[src/core/fhm_pkg.sv]
// Purpose: shared constants and types of the fault handling manager and its host end
// Assumes: one clock, core_clk at 125 MHz, synchronous active-high reset
// Notes: fault indices below address the status and configuration vectors
package fhm_pkg;
	localparam int unsigned CLK_MHZ = 125;
	localparam real RELEASE_LOW_MINIMUM_US = 2.5;
	localparam int unsigned RELEASE_LOW_CYCLES = int'($ceil(RELEASE_LOW_MINIMUM_US * CLK_MHZ));
	localparam int unsigned NUM_BRIDGES = 3;
	localparam int unsigned NUM_CFG_FAULTS = 13;
	// configurable fault indices: 0..2 shoot-through, 3..5 high short, 6..8 low short
	localparam int unsigned IDX_SHOOT = 0;
	localparam int unsigned IDX_HS_SHORT = 3;
	localparam int unsigned IDX_LS_SHORT = 6;
	localparam int unsigned IDX_MOTOR_UV = 9;
	localparam int unsigned IDX_MOTOR_OV = 10;
	localparam int unsigned IDX_BOOT_UV = 11;
	localparam int unsigned IDX_BOOT_OV = 12;
	// fixed-reaction fault indices in the fixed status vector
	localparam int unsigned NUM_FIX_FAULTS = 10;
	localparam int unsigned FIX_PRE_UV = 0;
	localparam int unsigned FIX_PRE_OV = 1;
	localparam int unsigned FIX_PUMP_UV = 2;
	localparam int unsigned FIX_PUMP_OV = 3;
	localparam int unsigned FIX_WD_DATA = 4;
	localparam int unsigned FIX_WD_TIMEOUT = 5;
	localparam int unsigned FIX_NVM_CRC = 6;
	localparam int unsigned FIX_CFG_CRC = 7;
	localparam int unsigned FIX_SELF_TEST = 8;
	localparam int unsigned FIX_SERIAL = 9;
	localparam logic [1:0] REACT_SHUTDOWN = 2'h0;
	localparam logic [1:0] REACT_REDUCED = 2'h1;
	localparam logic [1:0] REACT_RESET = 2'h0;
	localparam logic [1:0] ERR_NONE = 2'h0;
	localparam logic [1:0] ERR_GONE = 2'h2;
	localparam logic [1:0] ERR_FAULT = 2'h3;
	localparam logic FAULT_PIN_DRIVE_RESET = 1'b0;
	localparam logic MASK_RESET = 1'b0;
	typedef enum logic [2:0] {
		FHM_NORMAL = 3'h1,
		FHM_SAFE_OFF = 3'h2,
		FHM_WAIT_EDGE = 3'h4
	} fhm_mode_t;
	typedef enum logic [2:0] {
		FHM_H_IDLE = 3'h1,
		FHM_H_LOW = 3'h2,
		FHM_H_DONE = 3'h4
	} fhm_host_t;
endpackage

[src/core/fhm_link_if.sv]
// Purpose: join of the fault handling device and its host controller
// Assumes: same clock on both ends; fault pin resolved here from enables
// Notes: fault pin output enable is low while driven
interface fhm_link_if;
	import fhm_pkg::*;
	logic bridge_enable_pin;
	logic fault_out;
	logic fault_oe_n;
	logic fault_output_pin;
	logic [1:0] frame_error_field;
	logic frame_valid;
	logic frame_bad;
	logic cfg_mode;
	logic cfg_we;
	logic [2*NUM_CFG_FAULTS-1:0] cfg_reaction;
	logic [NUM_CFG_FAULTS-1:0] cfg_mask;
	logic cfg_drive_select;
	logic [NUM_CFG_FAULTS-1:0] rd_cfg_clear;
	logic [NUM_FIX_FAULTS-1:0] rd_fix_clear;
	logic [NUM_CFG_FAULTS-1:0] cfg_status;
	logic [NUM_FIX_FAULTS-1:0] fix_status;
	// open-drain pulls up when not driven
	assign fault_output_pin = fault_oe_n ? 1'b1 : fault_out;
	modport device (input bridge_enable_pin, output fault_out, output fault_oe_n,
		output frame_error_field, input frame_valid, input frame_bad, input cfg_mode,
		input cfg_we, input cfg_reaction, input cfg_mask, input cfg_drive_select,
		input rd_cfg_clear, input rd_fix_clear, output cfg_status, output fix_status);
	modport host (output bridge_enable_pin, input fault_output_pin,
		input frame_error_field, output frame_valid, output frame_bad, output cfg_mode,
		output cfg_we, output cfg_reaction, output cfg_mask, output cfg_drive_select,
		output rd_cfg_clear, output rd_fix_clear, input cfg_status, input fix_status);
endinterface

[src/core/fhm_sync.sv]
// Purpose: two-flop synchroniser for pin inputs
// Assumes: reset value is a constant
// Notes: first stage is read only by the second
module fhm_sync #(
	parameter int WIDTH = 1
) (
	input wire logic core_clk,
	input wire logic srst,
	input wire logic [WIDTH-1:0] din,
	output logic [WIDTH-1:0] dout
);
	logic [WIDTH-1:0] stage1;
	always_ff @(posedge core_clk) begin
		if (srst) begin
			stage1 <= '0;
			dout <= '0;
		end else begin
			stage1 <= din;
			dout <= stage1;
		end
	end
endmodule

[src/core/fhm_device.sv]
// Purpose: fault handling manager of a three-phase gate driver
// Assumes: fault detectors deliver levels from other domains; bridge enable pin is asynchronous
// Notes: bridge/pump disable outputs are level outputs, registered
// Function
// predriver undervolt retries, overvolt shuts down
// pump supply faults only raise flags
// motor and boot faults use reaction fields
// bad frame sets serial flag, frame dropped
// configuration written only in configuration mode
// two-bit field selects shutdown, reduced, warning
// reduced operation only for bridge faults
// supply faults treat code 01 as warning
// drive select: push-pull or open-drain
// unmasked shutdown fault drives pin low, error
// fault gone: pin high, error field 10
// error field 11 alone means shutdown fault
// mask bit suppresses pin and field reporting
// priority shutdown, retry, reduced, warning
// shutdown sets flag, field 11, pin low
// full shutdown disables bridges and pumps
// software disable bits stay untouched
// status flag clears on read
// exit: fault gone, flag read, enable pulse
// host holds enable low 2.5 us
// retry fault tristates bridges, stays normal
// warning sets flag only
// watchdog, crc, self-test faults force shutdown
module fhm_device
	import fhm_pkg::*;
(
	input wire logic core_clk,
	input wire logic srst,
	fhm_link_if.device link,
	input wire logic [NUM_CFG_FAULTS-1:0] cfg_fault_raw,
	input wire logic [NUM_FIX_FAULTS-2:0] fix_fault_raw,
	input wire logic [NUM_BRIDGES-1:0] sw_bridge_disable,
	input wire logic sw_pump_enable,
	output logic [NUM_BRIDGES-1:0] bridge_off,
	output logic pump_off,
	output logic load_defaults,
	output logic frame_accept
);
	logic [NUM_CFG_FAULTS-1:0] cfg_fault;
	logic [NUM_FIX_FAULTS-2:0] fix_fault;
	logic en_pin;
	logic en_pin_d;
	logic [2*NUM_CFG_FAULTS-1:0] reaction;
	logic [2*NUM_CFG_FAULTS-1:0] next_reaction;
	logic [NUM_CFG_FAULTS-1:0] mask;
	logic [NUM_CFG_FAULTS-1:0] next_mask;
	logic drive_sel;
	logic next_drive_sel;
	logic [NUM_CFG_FAULTS-1:0] cfg_flag;
	logic [NUM_CFG_FAULTS-1:0] next_cfg_flag;
	logic [NUM_FIX_FAULTS-1:0] fix_flag;
	logic [NUM_FIX_FAULTS-1:0] next_fix_flag;
	fhm_mode_t mode;
	fhm_mode_t next_mode;
	logic [NUM_BRIDGES-1:0] reduced_lat;
	logic [NUM_BRIDGES-1:0] next_reduced_lat;
	logic [1:0] err;
	logic [1:0] next_err;
	logic pin_low;
	logic next_pin_low;
	logic [NUM_BRIDGES-1:0] next_bridge_off;
	logic next_pump_off;
	logic next_load_defaults;
	logic next_frame_accept;
	logic std_now;
	logic std_report;
	logic retry_now;
	logic [NUM_BRIDGES-1:0] reduced_now;
	logic en_rise;

	fhm_sync #(.WIDTH(NUM_CFG_FAULTS + NUM_FIX_FAULTS)) u_sync (
		.core_clk(core_clk),
		.srst(srst),
		.din({cfg_fault_raw, fix_fault_raw, link.bridge_enable_pin}),
		.dout({cfg_fault, fix_fault, en_pin})
	);

	// shutdown code 00; 01 reduced only for bridge faults, else warning
	function automatic logic is_shutdown(input logic [1:0] code);
		return code == REACT_SHUTDOWN;
	endfunction

	always_comb begin
		std_now = 1'b0;
		std_report = 1'b0;
		reduced_now = '0;
		for (int i = 0; i < NUM_CFG_FAULTS; i++) begin
			if (cfg_fault[i] && is_shutdown(reaction[2*i +: 2])) begin
				std_now = 1'b1;
				if (!mask[i]) begin
					std_report = 1'b1;
				end
			end
			// code 01 is a warning outside bridge faults
			if (cfg_fault[i] && reaction[2*i +: 2] == REACT_REDUCED && i < IDX_MOTOR_UV) begin
				reduced_now[i % NUM_BRIDGES] = 1'b1;
			end
		end
		// fixed shutdown sources; pump faults absent here
		if (fix_fault[FIX_PRE_OV] || fix_fault[FIX_WD_DATA] || fix_fault[FIX_WD_TIMEOUT]
			|| fix_fault[FIX_NVM_CRC] || fix_fault[FIX_CFG_CRC] || fix_fault[FIX_SELF_TEST]) begin
			std_now = 1'b1;
			std_report = 1'b1;
		end
		retry_now = fix_fault[FIX_PRE_UV];
		en_rise = en_pin && !en_pin_d;
	end

	// configuration group
	always_comb begin
		next_reaction = reaction;
		next_mask = mask;
		next_drive_sel = drive_sel;
		if (link.cfg_we && link.cfg_mode) begin
			next_reaction = link.cfg_reaction;
			next_mask = link.cfg_mask;
			next_drive_sel = link.cfg_drive_select;
		end
		if (fix_fault[FIX_NVM_CRC]) begin
			next_reaction = {NUM_CFG_FAULTS{REACT_RESET}};
			next_mask = {NUM_CFG_FAULTS{MASK_RESET}};
			next_drive_sel = FAULT_PIN_DRIVE_RESET;
		end
	end

	always_ff @(posedge core_clk) begin
		if (srst) begin
			reaction <= {NUM_CFG_FAULTS{REACT_RESET}};
			mask <= {NUM_CFG_FAULTS{MASK_RESET}};
			drive_sel <= FAULT_PIN_DRIVE_RESET;
		end else begin
			reaction <= next_reaction;
			mask <= next_mask;
			drive_sel <= next_drive_sel;
		end
	end

	// flags: set wins over clear-on-read
	always_comb begin
		next_cfg_flag = (cfg_flag & ~link.rd_cfg_clear) | cfg_fault;
		next_fix_flag = (fix_flag & ~link.rd_fix_clear) | {1'b0, fix_fault};
		next_fix_flag[FIX_SERIAL] = (fix_flag[FIX_SERIAL] & ~link.rd_fix_clear[FIX_SERIAL])
			| (link.frame_valid & link.frame_bad);
		next_frame_accept = link.frame_valid & ~link.frame_bad;
	end

	always_ff @(posedge core_clk) begin
		if (srst) begin
			cfg_flag <= '0;
			fix_flag <= '0;
			frame_accept <= 1'b0;
		end else begin
			cfg_flag <= next_cfg_flag;
			fix_flag <= next_fix_flag;
			frame_accept <= next_frame_accept;
		end
	end

	// reaction state
	always_comb begin
		next_mode = mode;
		next_reduced_lat = reduced_lat | reduced_now;
		next_err = err;
		next_pin_low = pin_low;
		unique case (mode)
			FHM_NORMAL: begin
				if (std_now) begin
					next_mode = FHM_SAFE_OFF;
				end
			end
			FHM_SAFE_OFF: begin
				// fault gone and all flags read except the FIX_PRE_UV and FIX_SERIAL flags
				if (!std_now && cfg_flag == '0 && fix_flag[FIX_SELF_TEST:FIX_PRE_OV] == '0
					&& !en_pin) begin
					next_mode = FHM_WAIT_EDGE;
				end
			end
			FHM_WAIT_EDGE: begin
				if (std_now) begin
					next_mode = FHM_SAFE_OFF;
				end else if (en_rise) begin
					next_mode = FHM_NORMAL;
				end
			end
		endcase
		if (en_rise && reduced_now == '0) begin
			next_reduced_lat = '0;
		end
		if (std_report) begin
			next_err = ERR_FAULT;
			next_pin_low = 1'b1;
		end else if (err == ERR_FAULT) begin
			next_err = ERR_GONE;
			next_pin_low = 1'b0;
		end
		next_pump_off = (next_mode != FHM_NORMAL) || !sw_pump_enable;
		for (int b = 0; b < NUM_BRIDGES; b++) begin
			// retry tristates; shutdown all; software bit kept apart
			next_bridge_off[b] = (next_mode != FHM_NORMAL) || retry_now || next_reduced_lat[b]
				|| sw_bridge_disable[b] || !en_pin;
		end
		next_load_defaults = fix_fault[FIX_NVM_CRC];
	end

	always_ff @(posedge core_clk) begin
		if (srst) begin
			mode <= FHM_NORMAL;
			reduced_lat <= '0;
			err <= ERR_NONE;
			pin_low <= 1'b0;
			en_pin_d <= 1'b0;
			bridge_off <= '1;
			pump_off <= 1'b1;
			load_defaults <= 1'b0;
			link.fault_out <= 1'b1;
			link.fault_oe_n <= 1'b0;
		end else begin
			mode <= next_mode;
			reduced_lat <= next_reduced_lat;
			err <= next_err;
			pin_low <= next_pin_low;
			en_pin_d <= en_pin;
			bridge_off <= next_bridge_off;
			pump_off <= next_pump_off;
			load_defaults <= next_load_defaults;
			link.fault_out <= !next_pin_low;
			// open-drain releases the pin rather than driving high
			link.fault_oe_n <= next_drive_sel && !next_pin_low;
		end
	end

	assign link.frame_error_field = err;
	assign link.cfg_status = cfg_flag;
	assign link.fix_status = fix_flag;
endmodule

[src/flat_wrapper.sv]
// flat-port wrapper written by rule: the top's interface ports become plain ports
module fhm_device_flat import fhm_pkg::*;
  (core_clk, srst, cfg_fault_raw, fix_fault_raw, sw_bridge_disable, sw_pump_enable, bridge_off, pump_off, load_defaults, frame_accept, link_bridge_enable_pin, link_fault_out, link_fault_oe_n, link_frame_error_field, link_frame_valid, link_frame_bad, link_cfg_mode, link_cfg_we, link_cfg_reaction, link_cfg_mask, link_cfg_drive_select, link_rd_cfg_clear, link_rd_fix_clear, link_cfg_status, link_fix_status);
  fhm_link_if link_i ();
  input wire logic core_clk;
  input wire logic srst;
  input wire logic [NUM_CFG_FAULTS-1:0] cfg_fault_raw;
  input wire logic [NUM_FIX_FAULTS-2:0] fix_fault_raw;
  input wire logic [NUM_BRIDGES-1:0] sw_bridge_disable;
  input wire logic sw_pump_enable;
  output logic [NUM_BRIDGES-1:0] bridge_off;
  output logic pump_off;
  output logic load_defaults;
  output logic frame_accept;
  input wire logic [$bits(link_i.bridge_enable_pin)-1:0] link_bridge_enable_pin;
  output wire logic [$bits(link_i.fault_out)-1:0] link_fault_out;
  output wire logic [$bits(link_i.fault_oe_n)-1:0] link_fault_oe_n;
  output wire logic [$bits(link_i.frame_error_field)-1:0] link_frame_error_field;
  input wire logic [$bits(link_i.frame_valid)-1:0] link_frame_valid;
  input wire logic [$bits(link_i.frame_bad)-1:0] link_frame_bad;
  input wire logic [$bits(link_i.cfg_mode)-1:0] link_cfg_mode;
  input wire logic [$bits(link_i.cfg_we)-1:0] link_cfg_we;
  input wire logic [$bits(link_i.cfg_reaction)-1:0] link_cfg_reaction;
  input wire logic [$bits(link_i.cfg_mask)-1:0] link_cfg_mask;
  input wire logic [$bits(link_i.cfg_drive_select)-1:0] link_cfg_drive_select;
  input wire logic [$bits(link_i.rd_cfg_clear)-1:0] link_rd_cfg_clear;
  input wire logic [$bits(link_i.rd_fix_clear)-1:0] link_rd_fix_clear;
  output wire logic [$bits(link_i.cfg_status)-1:0] link_cfg_status;
  output wire logic [$bits(link_i.fix_status)-1:0] link_fix_status;
  assign link_i.bridge_enable_pin = link_bridge_enable_pin;
  assign link_fault_out = link_i.fault_out;
  assign link_fault_oe_n = link_i.fault_oe_n;
  assign link_frame_error_field = link_i.frame_error_field;
  assign link_i.frame_valid = link_frame_valid;
  assign link_i.frame_bad = link_frame_bad;
  assign link_i.cfg_mode = link_cfg_mode;
  assign link_i.cfg_we = link_cfg_we;
  assign link_i.cfg_reaction = link_cfg_reaction;
  assign link_i.cfg_mask = link_cfg_mask;
  assign link_i.cfg_drive_select = link_cfg_drive_select;
  assign link_i.rd_cfg_clear = link_rd_cfg_clear;
  assign link_i.rd_fix_clear = link_rd_fix_clear;
  assign link_cfg_status = link_i.cfg_status;
  assign link_fix_status = link_i.fix_status;
  fhm_device u_core (.core_clk(core_clk), .srst(srst), .link(link_i), .cfg_fault_raw(cfg_fault_raw), .fix_fault_raw(fix_fault_raw), .sw_bridge_disable(sw_bridge_disable), .sw_pump_enable(sw_pump_enable), .bridge_off(bridge_off), .pump_off(pump_off), .load_defaults(load_defaults), .frame_accept(frame_accept));
endmodule
[config.mk]
export PLATFORM = sky130hd
export DESIGN_NAME = fhm_device_flat
export DESIGN_NICKNAME = d
export VERILOG_FILES = /design/src/core/fhm_pkg.sv /design/src/core/fhm_link_if.sv /design/src/core/fhm_sync.sv /design/src/core/fhm_device.sv /design/src/flat_wrapper.sv
export SDC_FILE = /design/constraint.sdc
export NUM_CORES = 1
export LEC_CHECK = 0
export ABC_AREA = 1
export CORE_AREA = 8 8 111 113
export DETAILED_ROUTE_END_ITERATION = 6
export DIE_AREA = 0 0 119 121
export DONT_BUFFER_PORTS = 1
export HOLD_SLACK_MARGIN = 0.02
export SETUP_SLACK_MARGIN = 0.4
export SKIP_LAST_GASP = 1
export SLEW_MARGIN = 25
export SYNTH_ARGS = -nofsm -noshare
export SYNTH_HDL_FRONTEND = slang
export SYNTH_SLANG_ARGS = --single-unit
export TNS_END_PERCENT = 20
[constraint.sdc]
create_clock -name core_clk -period 1.1 [get_ports core_clk]
set_input_delay 0 -clock core_clk [delete_from_list [all_inputs] [get_ports core_clk]]
set_output_delay 0 -clock core_clk [all_outputs]
set_load 0.02 [all_outputs]
Word-level counts from Yosys, hierarchy flattened. Index checks and enable logic that the tools add are counted.

Equality and inequality tests: 14. Mux-type cells: 62. Bitwise operators: 13. Reductions and logical operators: 68.

Operators by type and width (count): $mux 1 (54); $logic_and 1x1->1 (29); $logic_not 2->1 (13); $eq 2x1->1 const B (9); $logic_or 1x1->1 (16); $mux 3 (5); $and 13x13->13 (1); $logic_not 13->1 (1); $not 13->13 (1); $or 13x13->13 (1); $and 9x9->9 (1); $not 9->9 (1); $or 9x9->9 (1); $pmux 3 s3 (1); $logic_not 8->1 (1); $logic_not 1->1 (5); $mux 2 (2); $and 1x1->1 (3); $eq 3x1->1 const B (1); $eq 3x2->1 const B (1); $eq 3x3->1 const B (1); $logic_not 3->1 (1); $ne 3x1->1 const B (1); $or 3x3->3 (1); 5 further kinds (6).

Register bits: 127. Input bits: 96. Output and inout port bits: 33. Logic and storage cells: 175.

Longest topological paths before layout. Gate-level depths: netlist of the first run.

Depth in word-level cells: 31. Mapped depth: 9. Depth with buffers taken out: 9.

Hierarchy. Synthesis of the first run repeated with hierarchy kept, for this count alone.

Cells, all modules: 605. Area, all modules: 4556.9 µm².

Modules (own cells, without submodules): fhm_device (times used 1, cells an instance 462, area an instance 3234.4 µm², seq. area each 1621.6 µm²); fhm_sync (times used 1, cells an instance 143, area an instance 1322.5 µm², seq. area each 920.9 µm²).

Worst setup path before layout of the first run. No wires, ideal clock.

Kind: register to register. Start: reg u_core.cfg_flag[5] (netlist: u_core.link.cfg_status[5]). End: reg u_core.bridge_off[0]. Library setup time: 0.125 ns. Data arrival time: 1.055 ns. Required time: 0.975 ns. Slack: -0.081 ns. Stages on the path, launching flop included: 10. Path buffers: 0. Clock period less this slack: 1.181 ns. Cells stage by stage: dfxtp_1 -> inv_1 -> nand2_1 -> nor2_1 -> nand2_1 -> nor2_1 -> nand2_1 -> nand3_1 -> nor2_2 -> nand3_1.

Cells in the longest elaborated chain, start to end: 11.

RTL lines: from (decl) (line fhm_device.sv:53) `logic [NUM_CFG_FAULTS-1:0] cfg_flag;`; from (signal assigned) (line fhm_device.sv:157) `cfg_flag <= next_cfg_flag;`; $logic_not 13->1 (line fhm_device.sv:177) `if (!std_now && cfg_flag == '0 && fix_flag[FIX_SELF_TEST:FIX_PRE_OV] == '0`; $logic_and 1x1->1 (2 in series) (line fhm_device.sv:177); $logic_and 1x1->1 (line fhm_device.sv:178) `&& !en_pin) begin`; $mux 3 (line fhm_device.sv:177); $pmux 3 s3 (line fhm_device.sv:169) `unique case (mode)`; $ne 3x1->1 (line fhm_device.sv:203) `next_bridge_off[b] = (next_mode != FHM_NORMAL) || retry_now || next_reduced_lat[b]`; $logic_or 1x1->1 (2 in series) (line fhm_device.sv:203); $logic_or 1x1->1 (2 in series) (line fhm_device.sv:204) `|| sw_bridge_disable[b] || !en_pin;`; to (signal assigned) (line fhm_device.sv:227) `bridge_off <= next_bridge_off;`; to (decl) (line fhm_device.sv:38) `output logic [NUM_BRIDGES-1:0] bridge_off,`.

No other way between the ends. A chain may end at the register's enable or synchronous reset.

Final worst setup path of the first run.
Start: reg u_core.reaction[2]. End: reg u_core.pump_off.

Cells in the longest elaborated chain, start to end: 23. Elaborated cells between the ends (all ways): 25. Classes of those cells: eq/ne: 1; mux: 17; reduce/logical: 7.

RTL lines: from (decl) (line fhm_device.sv:47) `logic [2*NUM_CFG_FAULTS-1:0] reaction;`; from (signal assigned) (line fhm_device.sv:132) `reaction <= {NUM_CFG_FAULTS{REACT_RESET}};`; from (signal assigned) (line fhm_device.sv:136) `reaction <= next_reaction;`; $logic_not 2->1 (*) (line fhm_device.sv:84) `return code == REACT_SHUTDOWN;`; $logic_and 1x1->1 (*) (line fhm_device.sv:92) `if (cfg_fault[i] && is_shutdown(reaction[2*i +: 2])) begin`; $mux 1 (*) (12 in series) (line fhm_device.sv:92); $mux 1 (*) (line fhm_device.sv:104) `if (fix_fault[FIX_PRE_OV] || fix_fault[FIX_WD_DATA] || fix_fault[FIX_WD_TIMEOUT]`; $logic_not 1->1 (line fhm_device.sv:177); $logic_and 1x1->1 (2 in series) (line fhm_device.sv:177); $logic_and 1x1->1 (line fhm_device.sv:178); $mux 3 (line fhm_device.sv:177); $pmux 3 s3 (*) (line fhm_device.sv:169); $ne 3x1->1 (*) (line fhm_device.sv:200) `next_pump_off = (next_mode != FHM_NORMAL) || !sw_pump_enable;`; $logic_or 1x1->1 (*) (line fhm_device.sv:200); to (signal assigned) (line fhm_device.sv:228) `pump_off <= next_pump_off;`; to (decl) (line fhm_device.sv:39) `output logic pump_off,`.

Mark *: on every way between the ends. The rest lies on a longest branch, timed or not.

==> Implementation_results.wiki, run 1 <==
{| class="wikitable"
! Metric !! Value
|-
| Count of filler cells inserted in the layout || 847
|-
| Total of flip-flops plus latches after synthesis || 127
|-
| Final routed DRC violation total || 0
|-
| Crit path setup slack, layout || -209 ps
|-
| CTS tree || done
|-
| Utilization of the core after routing || 66.1%
|-
| Slew at the pin closest to its max-slew limit || around 430 ps
|-
| Vias per cell || 4.57
|-
| Max-cap violations || 0
|-
| Final number of max-transition violations || 0
|-
| Wire length of the first global-routing pass || 20300 um
|-
| Final hold viol count || 79
|-
| Top fanout value on the critical path || 4
|-
| Total Routed Length || between 10000 and 15000 um
|-
| Slack of the worst reg-to-reg path || -210 ps
|-
| Average wire per cell in the routed design || 14.6 um
|-
| Crit end category || register
|-
| Later-pin clock latency in the skew report || approximately 520 ps
|-
| Gpl congestion || 0.823
|-
| Num rows || 38
|-
| Crit Path Class || reg2reg
|-
| Worst slew margin relative to its limit || 71.6%
|-
| Count of yosys warnings during synthesis || 0
|-
| Data required, critical path || 1500 ps
|-
| Cell area after synthesis || 4550 sq um
|-
| Vias in the first global route || 4118
|-
| Share of post-route cells with drive strength above 1 || between 30% and 40%
|-
| Overall track demand over capacity in global routing || 17.9%
|-
| Initial core utilization || 42.9%
|-
| Detailed placer's ending HPWL || 8720 um
|-
| Number of levels in the clock H-tree || 4
|-
| Violated checks || hold timing, setup timing
|-
| Vert. Die Dim || approximately 120 um
|-
| CTS sink cnt || 127
|-
| Tcrit/Tclk final || 119%
|-
| Hold_ws || -444 ps
|-
| Post-DRT Antenna Nets || 0
|-
| Cts-stage hold buffer count || 71
|-
| Number of buffer cells added on primary ports || 0
|-
| Type of origin of the critical path || register
|-
| Number of buffers created by CTS || 17
|-
| Endpoints failing setup || 53
|-
| Hold path startpoint || srst
|-
| Number of cells on the worst reg-to-reg path || 9
|-
| Net count of the finished layout || 847
|-
| Startpoint of the most critical register-to-register path || u_core.reaction[2]$_SDFFE_PP0P_
|-
| Chip width || 119 um
|-
| I/O pin cnt || 129
|-
| VDD IR max || between 800 and 900 uV
|-
| Antenna violations before repair || 0
|-
| End of the worst hold path || u_core.link.fix_status[0]$_SDFF_PP0_
|-
| Fin Clk Skew || about 7.1 ps
|-
| Worst reg2reg path endpoint || u_core.pump_off$_SDFF_PP1_
|-
| Area occupied by registers || 2620 sq um
|-
| Maximum number of pins on one net before global-route repair || 79
|-
| First-pass DRT Iterations || 5
|-
| Arrival time of data at the critical path endpoint || 1710 ps
|-
| Avg Inst Size Synth || between 7 and 8 sq um
|-
| Leakage power of the design || 3.14 nW
|-
| Growth of design area from synthesis to finish || 54.1%
|-
| Result of the run || complete, but fails checks
|-
| Die Footprint || 14400 sq um
|-
| Final min period || 1310 ps
|-
| Core box area || around 11000 sq um
|-
| Hold depth || 1
|-
| Portion of the post-synthesis area used by sequential elements || 55.9%
|-
| Timing-limited maximum frequency || between 700 and 800 MHz
|-
| Initial drt markers || about 280
|-
| Nets in the synthesized netlist || 699
|-
| Number of distinct library cell variants in the gate-level netlist after synthesis || 20
|-
| Clock tree buffer depth || 2
|-
| Cell at the root of the clock tree || sky130_fd_sc_hd__clkbuf_8
|-
| Count of antenna diodes in the layout || 0
|-
| Via count || 4127
|-
| GR Overflow Total || 0
|-
| Clock slew at reported path FFs || roughly 60 ps
|-
| Setup repair after global routing missed its margin || true
|-
| Total power per unit cell area || 1610 nW/um^2
|-
| Setup TNS || -3250 ps
|-
| Multi-input combinational cell area || about 1900 sq um
|-
| Number of cells produced by synthesis || approximately 600
|-
| Type of the tightest min-delay check || in2reg
|}
## cell type report
cell class | count | share of cell area [%]
multi-input combinational | 363 | 26.8
sequential | 127 | 37.4
inverter | 93 | 5.02
timing repair buffer | 149 | 20.6
clock inverter | 5 | 0.393
clock buffer | 27 | 7.32
tap | 140 | 2.50
## synthesized netlist by cell type
cell | count | area, sq um
sky130_fd_sc_hd__nor3_2 | 1 | 10.0
sky130_fd_sc_hd__nand4_1 | 1 | 6.26
sky130_fd_sc_hd__nor3b_1 | 1 | 7.51
sky130_fd_sc_hd__nand3b_1 | 7 | 52.6
sky130_fd_sc_hd__nand3_2 | 1 | 10.0
sky130_fd_sc_hd__nor2_2 | 4 | 25.0
sky130_fd_sc_hd__nand2_2 | 3 | 18.8
sky130_fd_sc_hd__nor2_1 | 188 | 706
sky130_fd_sc_hd__inv_1 | 92 | 345
sky130_fd_sc_hd__inv_2 | 1 | 3.75
sky130_fd_sc_hd__nand2_1 | 61 | 229
sky130_fd_sc_hd__buf_2 | 10 | 50.1
sky130_fd_sc_hd__dfxtp_1 | 127 | 2540
sky130_fd_sc_hd__clkbuf_1 | 10 | 37.5
sky130_fd_sc_hd__nand3_1 | 20 | 100
sky130_fd_sc_hd__nor2_4 | 3 | 33.8
sky130_fd_sc_hd__a21oi_1 | 28 | 140
sky130_fd_sc_hd__a31o_2 | 1 | 8.76
sky130_fd_sc_hd__o21ai_0 | 41 | 205
sky130_fd_sc_hd__or2_2 | 3 | 18.8
## worst max path at each step
| stage | startpoint | to | slack [ps] | cells after the start |
|---|---|---|---|---|
| final | u_core.reaction[2]$_SDFFE_PP0P_ | u_core.pump_off$_SDFF_PP1_ | -210 | 9 |
| after global routing | u_core.reaction[25]$_SDFFE_PP0P_ | u_core.bridge_off[0]$_SDFF_PP1_ | -270 | 9 |
| after CTS | u_core.u_sync.dout[5]$_SDFF_PP0_ | u_core.pump_off$_SDFF_PP1_ | -190 | 8 |
| after detailed placement | u_core.reaction[24]$_SDFFE_PP0P_ | u_core.pump_off$_SDFF_PP1_ | -200 | 9 |
| after global placement | u_core.u_sync.dout[7]$_SDFF_PP0_ | u_core.pump_off$_SDFF_PP1_ | -180 | 8 |
| after floorplan | u_core.reaction[20]$_SDFFE_PP0P_ | u_core.pump_off$_SDFF_PP1_ | -40 | 9 |
## placed cells by master, fill, tap and decap left out, types with 11 or more instances in the layout
master                          count
sky130_fd_sc_hd__dfxtp_2           36
sky130_fd_sc_hd__o21ai_1           11
sky130_fd_sc_hd__buf_4             55
sky130_fd_sc_hd__nor2_1           172
sky130_fd_sc_hd__dfxtp_1           82
sky130_fd_sc_hd__nor2_2            12
sky130_fd_sc_hd__o21ai_0           14
sky130_fd_sc_hd__nand2_1           49
sky130_fd_sc_hd__nand3_1           11
sky130_fd_sc_hd__a21oi_1           20
sky130_fd_sc_hd__clkbuf_16         18
sky130_fd_sc_hd__dlygate4sd3_1     71
sky130_fd_sc_hd__nand2_2           15
sky130_fd_sc_hd__o21ai_2           12
sky130_fd_sc_hd__nor2_4            11
sky130_fd_sc_hd__inv_2             13
sky130_fd_sc_hd__buf_6             18
sky130_fd_sc_hd__inv_1             79
## registers in the layout, indices dropped and copies added (netlist names), 2 cells and up
name	cells
u_core.mode	3
u_core.link.cfg_status	13
u_core.link.frame_error_field	2
u_core.bridge_off	3
u_core.u_sync.stage1	23
u_core.reaction	26
u_core.link.fix_status	10
u_core.mask	13
u_core.reduced_lat	3
u_core.u_sync.dout	23
## timing repair
item	4_1_cts	5_1_grt
endpoints found under the setup margin	106	110
cloned	2	1
endpoints found under the hold margin	127	104
resized for setup	49	86
buffers inserted	6	6
pin swaps	17	37
## power by group
part / switching, mW / internal (mW)
registers: 0.155 / 4.84
logic: 0.638 / 0.661
clock network: 1.90 / 3.13
## layer usage
metal | track usage, % | up-vias | part of all wire [%]
met4 | 9.09 | 0 | 1.0
met3 | 7.63 | 11 | 6.6
met5 | 0 | - | 0
met2 | 29.5 | 120 | 51
met1 | 19.5 | 1873 | 41
li1 | - | 2123 | -
## critical path, stage by stage, from the launching register on
cell and delay, ps:
sky130_fd_sc_hd__dfxtp_2 330, sky130_fd_sc_hd__nor2_1 40, sky130_fd_sc_hd__nand2_1 80, sky130_fd_sc_hd__nand2_2 80, sky130_fd_sc_hd__nor2_4 110, sky130_fd_sc_hd__nand2_2 70
sky130_fd_sc_hd__nor2_4 130, sky130_fd_sc_hd__nand2_2 90, sky130_fd_sc_hd__nor2_4 170, sky130_fd_sc_hd__nand3_2 80
## cell families (layout without fill, tap and decap cells)
kind of cell / after synthesis / count (layout) / share of synthesized area, %
AOI/OAI and AO/OA: 70 / 70 / 7.78
buffers and inverters: 113 / 274 / 9.60
DFF: 127 / 127 / 55.9
and+or+nand+nor: 293 / 293 / 26.8
## metrics by stage
stage | power [mW] | instance area [sq um] | setup WS, ps | std cells
finish | 11.3 | 7010 | -209 | 904
detailed placement | 5.89 | 5190 | -198 | 786
global route | 11.8 | 7010 | -266 | 904
CTS | 11.2 | 6680 | -185 | 897
floorplan | 5.62 | 4630 | -38.1 | 603
global placement | 5.87 | 5190 | -178 | 786
No activity file was read; power rests on OpenSTA's default activity.
==> run 2: changes to the inputs <==
Settings changed: CTS_BUF_LIST set to sky130_fd_sc_hd__clkbuf_4 sky130_fd_sc_hd__clkbuf_8.
==> Implementation_results.wiki, run 2 (synthesis gave the netlist of run 1 again) <==
{| class="wikitable"
! Metric !! Value
|-
| Internal Pwr Total || 7.63 mW (-12%)
|-
| Wire length of the first global-routing pass || 20100 um (-0.81%)
|-
| Num rows || 38 (unchanged)
|-
| Leakage power of the design || 3.06 nW (-2.3%)
|-
| Max reg flops || 26 (unchanged)
|-
| First-pass DRT Iterations || 4 (-1)
|-
| Arrival time of data at the critical path endpoint || 1650 ps (-60 ps)
|-
| Number of buffers created by CTS || 17 (unchanged)
|-
| Gpl congestion || 0.823 (unchanged)
|-
| Max-cap violations || 0 (unchanged)
|-
| Slew at the pin closest to its max-slew limit || 451 ps (+25.7 ps)
|-
| Post-DRT Antenna Nets || 0 (unchanged)
|-
| Share of total power in combinational logic || 12.8% (+1.3 points)
|-
| Initial core utilization || 42.9% (unchanged)
|-
| Result of the run || complete, but fails checks
|-
| Commonest cells after routing, fill and taps aside || sky130_fd_sc_hd__nor2_1 (171), sky130_fd_sc_hd__dfxtp_1 (85), sky130_fd_sc_hd__inv_1 (77)
|-
| Power Total || 10.1 mW (-11%)
|-
| Clock network power share || 38.0% (-6.4 points)
|-
| Data required, critical path || 1420 ps (-80 ps)
|-
| VDD IR max || 937 uV (+4.5%)
|-
| Net count of the finished layout || 845 (-0.24%)
|-
| Fin Clk Skew || 7.42 ps (+0.278 ps)
|-
| Final min period || 1330 ps (+19.6 ps)
|-
| Share of post-route cells with drive strength above 1 || 32.4% (+0.87 points)
|-
| Maximum number of pins on one net before global-route repair || 79 (unchanged)
|-
| Cell at the root of the clock tree || sky130_fd_sc_hd__clkbuf_8
|-
| Commonest non-fill, non-tap cell in the layout || sky130_fd_sc_hd__nor2_1
|-
| Type of origin of the critical path || register
|-
| Final instance area || 6820 sq um (-2.8%)
|-
| Final number of max-transition violations || 0 (unchanged)
|-
| Standard cell area after detailed placement || 5190 sq um (unchanged)
|-
| I/O pin cnt || 129 (unchanged)
|-
| Number of levels in the clock H-tree || 4 (unchanged)
|-
| Tcrit/Tclk final || 121% (+1.8 points)
|-
| Overall track demand over capacity in global routing || 17.9% (-0.099 points)
|-
| Growth of design area from synthesis to finish || 49.8%
|-
| Later-pin clock latency in the skew report || 440 ps (-80 ps)
|-
| Hold_ws || -366 ps (+78.7 ps)
|-
| Portion of total power attributed to sequential cells || 49.2% (+5.1 points)
|-
| Die Footprint || 14400 sq um (unchanged)
|-
| Final hold viol count || 66 (-16%)
|-
| Violated checks || hold timing, setup timing
|-
| Crit path setup slack, layout || -228 ps (-19.6 ps)
|-
| CTS sink cnt || 127 (unchanged)
|-
| Cts-stage hold buffer count || 71 (unchanged)
|-
| Total Routed Length || 13000 um (-1.7%)
|-
| Number of buffer cells added on primary ports || 0 (unchanged)
|-
| Vert. Die Dim || 121 um (unchanged)
|-
| Detailed placer's ending HPWL || 8720 um (unchanged)
|-
| Total power per unit cell area || 1490 nW/um^2 (-8.0%)
|-
| Timing-limited maximum frequency || 753 MHz (-1.5%)
|-
| Average wire per cell in the routed design || 14.4 um (-1.6%)
|-
| Final routed DRC violation total || 0 (unchanged)
|-
| Crit end category || register
|-
| Clock tree buffer depth || 2 (unchanged)
|-
| Core box area || 10600 sq um (unchanged)
|-
| Post-placement worst setup slack || -198 ps (unchanged)
|-
| Net switching share of the total power || 24.7% (+0.90 points)
|-
| Antenna violations before repair || 1 (+1)
|-
| Top fanout value on the critical path || 4 (unchanged)
|-
| Net switching power of the design || 2.50 mW (-7.1%)
|-
| Via count || 4134 (+0.17%)
|-
| Top reg by flops || u_core.reaction
|-
| Initial drt markers || 201 (-27%)
|-
| Utilization of the core after routing || 64.3% (-1.8 points)
|-
| Crit Path Class || reg2reg
|-
| Worst slew margin relative to its limit || 69.9% (-1.7 points)
|-
| Largest registers in the final layout || u_core.reaction (26), u_core.u_sync.dout (23), u_core.u_sync.stage1 (23)
|-
| Vias in the first global route || 4124 (+0.15%)
|-
| Setup repair after global routing missed its margin || true
|-
| Type of the tightest min-delay check || in2reg
|-
| Endpoints failing setup || 49 (-7.5%)
|-
| CTS tree || done
|-
| Chip width || 119 um (unchanged)
|-
| Vias per cell || 4.58 (+0.28%)
|-
| Clock slew at reported path FFs || 70 ps (about the same)
|-
| GR Overflow Total || 0 (unchanged)
|}
run 2: changes by cell type in the layout (fill, tap and decap cells not counted), sizes merged:
cell	previous run	this run
buf	77	75
bufinv	0	1
clkbuf	28	27
diode	0	1
run 2: layout make-up:
| cell class | instances | area (sq um) |
|---|---|---|
| fillers | 912 | 3790 |
| flip-flops and latches | 127 | 2620 |
| multi-input cells | 363 | 1890 |
| repair buffers | 147 | 1390 |
| inverters | 93 | 357 |
| clock buffers | 26 | 327 |
| well taps | 140 | 175 |
| clock inverters | 6 | 57.6 |
| diodes | 1 | 2.50 |
run 2: worst max-delay path: stages, from the launching register on:
cell and delay, ps:
sky130_fd_sc_hd__dfxtp_2 340, sky130_fd_sc_hd__nor2_1 50, sky130_fd_sc_hd__nand2_1 90, sky130_fd_sc_hd__nand2_2 80
sky130_fd_sc_hd__nor2_4 100, sky130_fd_sc_hd__nand2_2 70, sky130_fd_sc_hd__nor2_4 130, sky130_fd_sc_hd__nand2_2 80
sky130_fd_sc_hd__nor2_4 180, sky130_fd_sc_hd__nand3_2 90
run 2: worst paths after layout:
kind                                      startpoint                                   end  slack (ps)  cells after the start
setup / recovery     u_core.reaction[2]$_SDFFE_PP0P_       u_core.bridge_off[0]$_SDFF_PP1_        -230                      9
hold / removal                                  srst  u_core.link.fix_status[0]$_SDFF_PP0_        -370                      1
setup reg to reg     u_core.reaction[2]$_SDFFE_PP0P_       u_core.bridge_off[0]$_SDFF_PP1_        -230                      9
hold reg to reg   u_core.u_sync.stage1[9]$_SDFF_PP0_      u_core.u_sync.dout[9]$_SDFF_PP0_         400                      2
run 2: metrics by stage:
stage	setup TNS, ps	std cells
after floorplan	-146	603
after global placement	-1150	786
after detailed placement	-1300	786
after CTS	-4060	896
after global routing	-5360	903
final	-2570	903
run 2: routing by layer:
metal | wire length, um | track usage, % | share of wire [%]
met5 | 0 | 0 | 0
met1 | 5360 | 19.7 | 41
met3 | 900 | 7.35 | 6.9
met4 | 289 | 9.49 | 2.2
met2 | 6460 | 29.0 | 50
run 2: power by group through the flow:
stage / clock network (mW) / registers, mW / logic (mW)
after detailed placement: 0 / 5.07 / 0.825
after global routing: 4.14 / 5.00 / 1.42
final: 3.84 / 4.99 / 1.30
after global placement: 0 / 5.06 / 0.810
after floorplan: 0 / 5.08 / 0.546
after CTS: 3.93 / 4.98 / 1.15
run 2: timing repair:
action	4_1_cts	5_1_grt
resized for setup	55	79
endpoints found under the hold margin	127	96
setup buffers	5	5
setup endpoints to repair	107	110
pin swaps	20	40
gates cloned	2	1
==> run 3: changes to the inputs <==
Clock period 1.1 ns to 1.3 ns, I/O delays scaled along.
==> Implementation_results.wiki, run 3 (synthesis gave the netlist of run 1 again) <==
{| class="wikitable"
! Metric !! Value
|-
| Maximum number of pins on one net before global-route repair || 79 (unchanged)
|-
| Die Footprint || 14400 sq um (unchanged)
|-
| Final routed DRC violation total || 0 (unchanged)
|-
| Clock slew at reported path FFs || 70 ps (about the same)
|-
| Number of buffers created by CTS || 17 (unchanged)
|-
| Core box area || 10600 sq um (unchanged)
|-
| Total power per unit cell area || 1360 nW/um^2 (-8.4%)
|-
| Chip width || 119 um (unchanged)
|-
| Type of the tightest min-delay check || in2reg
|-
| Crit Path Class || reg2reg
|-
| Initial drt markers || 213 (+6.0%)
|-
| Growth of design area from synthesis to finish || 39.5%
|-
| Clock tree buffer depth || 2 (unchanged)
|-
| Num rows || 38 (unchanged)
|-
| Startpoint of the most critical register-to-register path || u_core.u_sync.dout[7]$_SDFF_PP0_
|-
| Hold depth || 1 (unchanged)
|-
| Final number of max-transition violations || 0 (unchanged)
|-
| Data required, critical path || 1600 ps (+180 ps)
|-
| Endpoints failing setup || 6 (-88%)
|-
| Setup repair after global routing missed its margin || true
|-
| Slew at the pin closest to its max-slew limit || 387 ps (-64.4 ps)
|-
| Final instance area || 6350 sq um (-6.9%)
|-
| GR Overflow Total || 0 (unchanged)
|-
| Standard cell area after detailed placement || 4930 sq um (-5.1%)
|-
| Average wire per cell in the routed design || 14.3 um (-0.99%)
|-
| Antenna violations before repair || 1 (unchanged)
|-
| Wire length of the first global-routing pass || 19800 um (-1.6%)
|-
| Type of origin of the critical path || register
|-
| CTS tree || done
|-
| Largest registers in the final layout || u_core.reaction (26), u_core.u_sync.dout (23), u_core.u_sync.stage1 (23)
|-
| Max reg flops || 26 (unchanged)
|-
| VDD IR max || 638 uV (-32%)
|-
| Number of levels in the clock H-tree || 4 (unchanged)
|-
| Final min period || 1350 ps (+18.4 ps)
|-
| Gpl congestion || 0.853 (+3.7%)
|-
| Commonest non-fill, non-tap cell in the layout || sky130_fd_sc_hd__nor2_1
|-
| Max-cap violations || 0 (unchanged)
|-
| Cell count after placement || 755 (-3.9%)
|-
| Post-DRT Antenna Nets || 0 (unchanged)
|-
| Total Routed Length || 12400 um (-4.4%)
|-
| Hold path startpoint || srst
|-
| Crit end category || register
|-
| Share of post-route cells with drive strength above 1 || 20.2% (-12 points)
|-
| First-pass DRT Iterations || 5 (+1)
|-
| Count of filler cells inserted in the layout || 955 (+4.7%)
|-
| Tcrit/Tclk final || 104% (-17 points)
|-
| Detailed placer's ending HPWL || 8350 um (-4.3%)
|-
| Vias in the first global route || 4069 (-1.3%)
|-
| Worst slew margin relative to its limit || 74.1% (+4.2 points)
|-
| Result of the run || complete, but fails checks
|-
| Overall track demand over capacity in global routing || 17.3% (-0.54 points)
|-
| Commonest cells after routing, fill and taps aside || sky130_fd_sc_hd__nor2_1 (183), sky130_fd_sc_hd__inv_1 (90), sky130_fd_sc_hd__dfxtp_1 (90)
|-
| Fin Clk Skew || 10.3 ps (+2.93 ps)
|-
| Vias per cell || 4.57 (-0.28%)
|-
| Finished Layout Cells || 872 (-3.4%)
|-
| Hold_ws || -358 ps (+8.14 ps)
|-
| End of the worst hold path || u_core.link.fix_status[4]$_SDFF_PP0_
|-
| Worst reg2reg path endpoint || u_core.pump_off$_SDFF_PP1_
|-
| Violated checks || hold timing, setup timing
|-
| Leakage power of the design || 2.86 nW (-6.7%)
|-
| Later-pin clock latency in the skew report || 420 ps (-20 ps)
|-
| Initial core utilization || 42.9% (unchanged)
|-
| Number of buffer cells added on primary ports || 0 (unchanged)
|-
| Number of cells on the worst reg-to-reg path || 8 (-1)
|-
| Cell at the root of the clock tree || sky130_fd_sc_hd__clkbuf_8
|-
| Final hold viol count || 76 (+15%)
|-
| Timing-limited maximum frequency || 743 MHz (-1.4%)
|-
| Top reg by flops || u_core.reaction
|-
| Vert. Die Dim || 121 um (unchanged)
|-
| Net count of the finished layout || 814 (-3.7%)
|-
| Crit path setup slack, layout || -46.7 ps (+182 ps)
|-
| Top fanout value on the critical path || 4 (unchanged)
|-
| I/O pin cnt || 129 (unchanged)
|-
| Arrival time of data at the critical path endpoint || 1640 ps (about the same)
|-
| CTS sink cnt || 127 (unchanged)
|-
| Via count || 3981 (-3.7%)
|-
| Slack of the worst reg-to-reg path || -50 ps (+180 ps)
|}
run 3: worst max-delay path: stages (launching register included):
cell                      delay [ps]
sky130_fd_sc_hd__dfxtp_4         370
sky130_fd_sc_hd__nor2_4          120
sky130_fd_sc_hd__nand3_4         110
sky130_fd_sc_hd__nor2_4          130
sky130_fd_sc_hd__nand2_2          60
sky130_fd_sc_hd__nor2_4          130
sky130_fd_sc_hd__nand2_2          90
sky130_fd_sc_hd__nor2_4          140
sky130_fd_sc_hd__nand3_1          80
run 3: repair_timing:
item                                    4_1_cts  5_1_grt
resized for setup                            14       38
setup buffers                                 3        3
endpoints found under the hold margin       127       84
gates cloned                                  2        0
hold buffers                                 75        1
endpoints found under the setup margin       81       87
pin swaps                                    11       12
run 3: report_power, final:
part,switching (mW),total [mW],internal [mW],leakage [nW]
sequential,0.126,4.22,4.09,1.06
combinational,0.459,0.913,0.455,1.60
clock,1.56,3.51,1.94,0.199
total,2.15,8.64,6.49,2.86
run 3: layer usage:
metal | vias to the layer above | routed length (um) | part of all wire [%] | GRT usage, %
met5 | - | 0 | 0 | 0
met4 | 0 | 237 | 1.9 | 8.14
met3 | 19 | 939 | 7.5 | 6.89
met2 | 120 | 6070 | 49 | 28.1
met1 | 1790 | 5190 | 42 | 19.6
li1 | 2052 | - | - | -
run 3: worst max path at each step:
stage	startpoint	end	slack, ps
2_1_floorplan	u_core.u_sync.dout[7]$_SDFF_PP0_	u_core.pump_off$_SDFF_PP1_	160
3_3_place_gp	u_core.u_sync.dout[7]$_SDFF_PP0_	u_core.pump_off$_SDFF_PP1_	7
3_5_place_dp	u_core.u_sync.dout[7]$_SDFF_PP0_	u_core.pump_off$_SDFF_PP1_	-20
4_1_cts	u_core.u_sync.dout[7]$_SDFF_PP0_	u_core.pump_off$_SDFF_PP1_	20
5_1_grt	u_core.u_sync.dout[7]$_SDFF_PP0_	u_core.bridge_off[2]$_SDFF_PP1_	-100
6_report	u_core.u_sync.dout[7]$_SDFF_PP0_	u_core.pump_off$_SDFF_PP1_	-50
run 3: area by class of cell:
type	instances	area (sq um)	area share (%)
antenna	1	2.50	0.0394
clock buffer	19	249	3.92
clock inverter	13	165	2.60
inverter	93	349	5.50
multi-input combinational	363	1690	26.6
sequential	127	2590	40.8
tap	140	175	2.76
timing repair buffer	116	1120	17.7
run 3: metrics by stage:
step           hold WS, ps  setup TNS [ps]  power [mW]  util, %  setup WS, ps
5_1_grt               -388            -713        9.02     59.9         -99.9
6_report              -358            -145        8.64     59.9         -46.7
2_1_floorplan         72.0               0        4.75        -           162
3_5_place_dp          75.9           -31.1        4.92     46.5         -16.9
3_3_place_gp          73.9               0        4.91     46.5          6.59
4_1_cts               -387               0        8.67     58.7          23.7
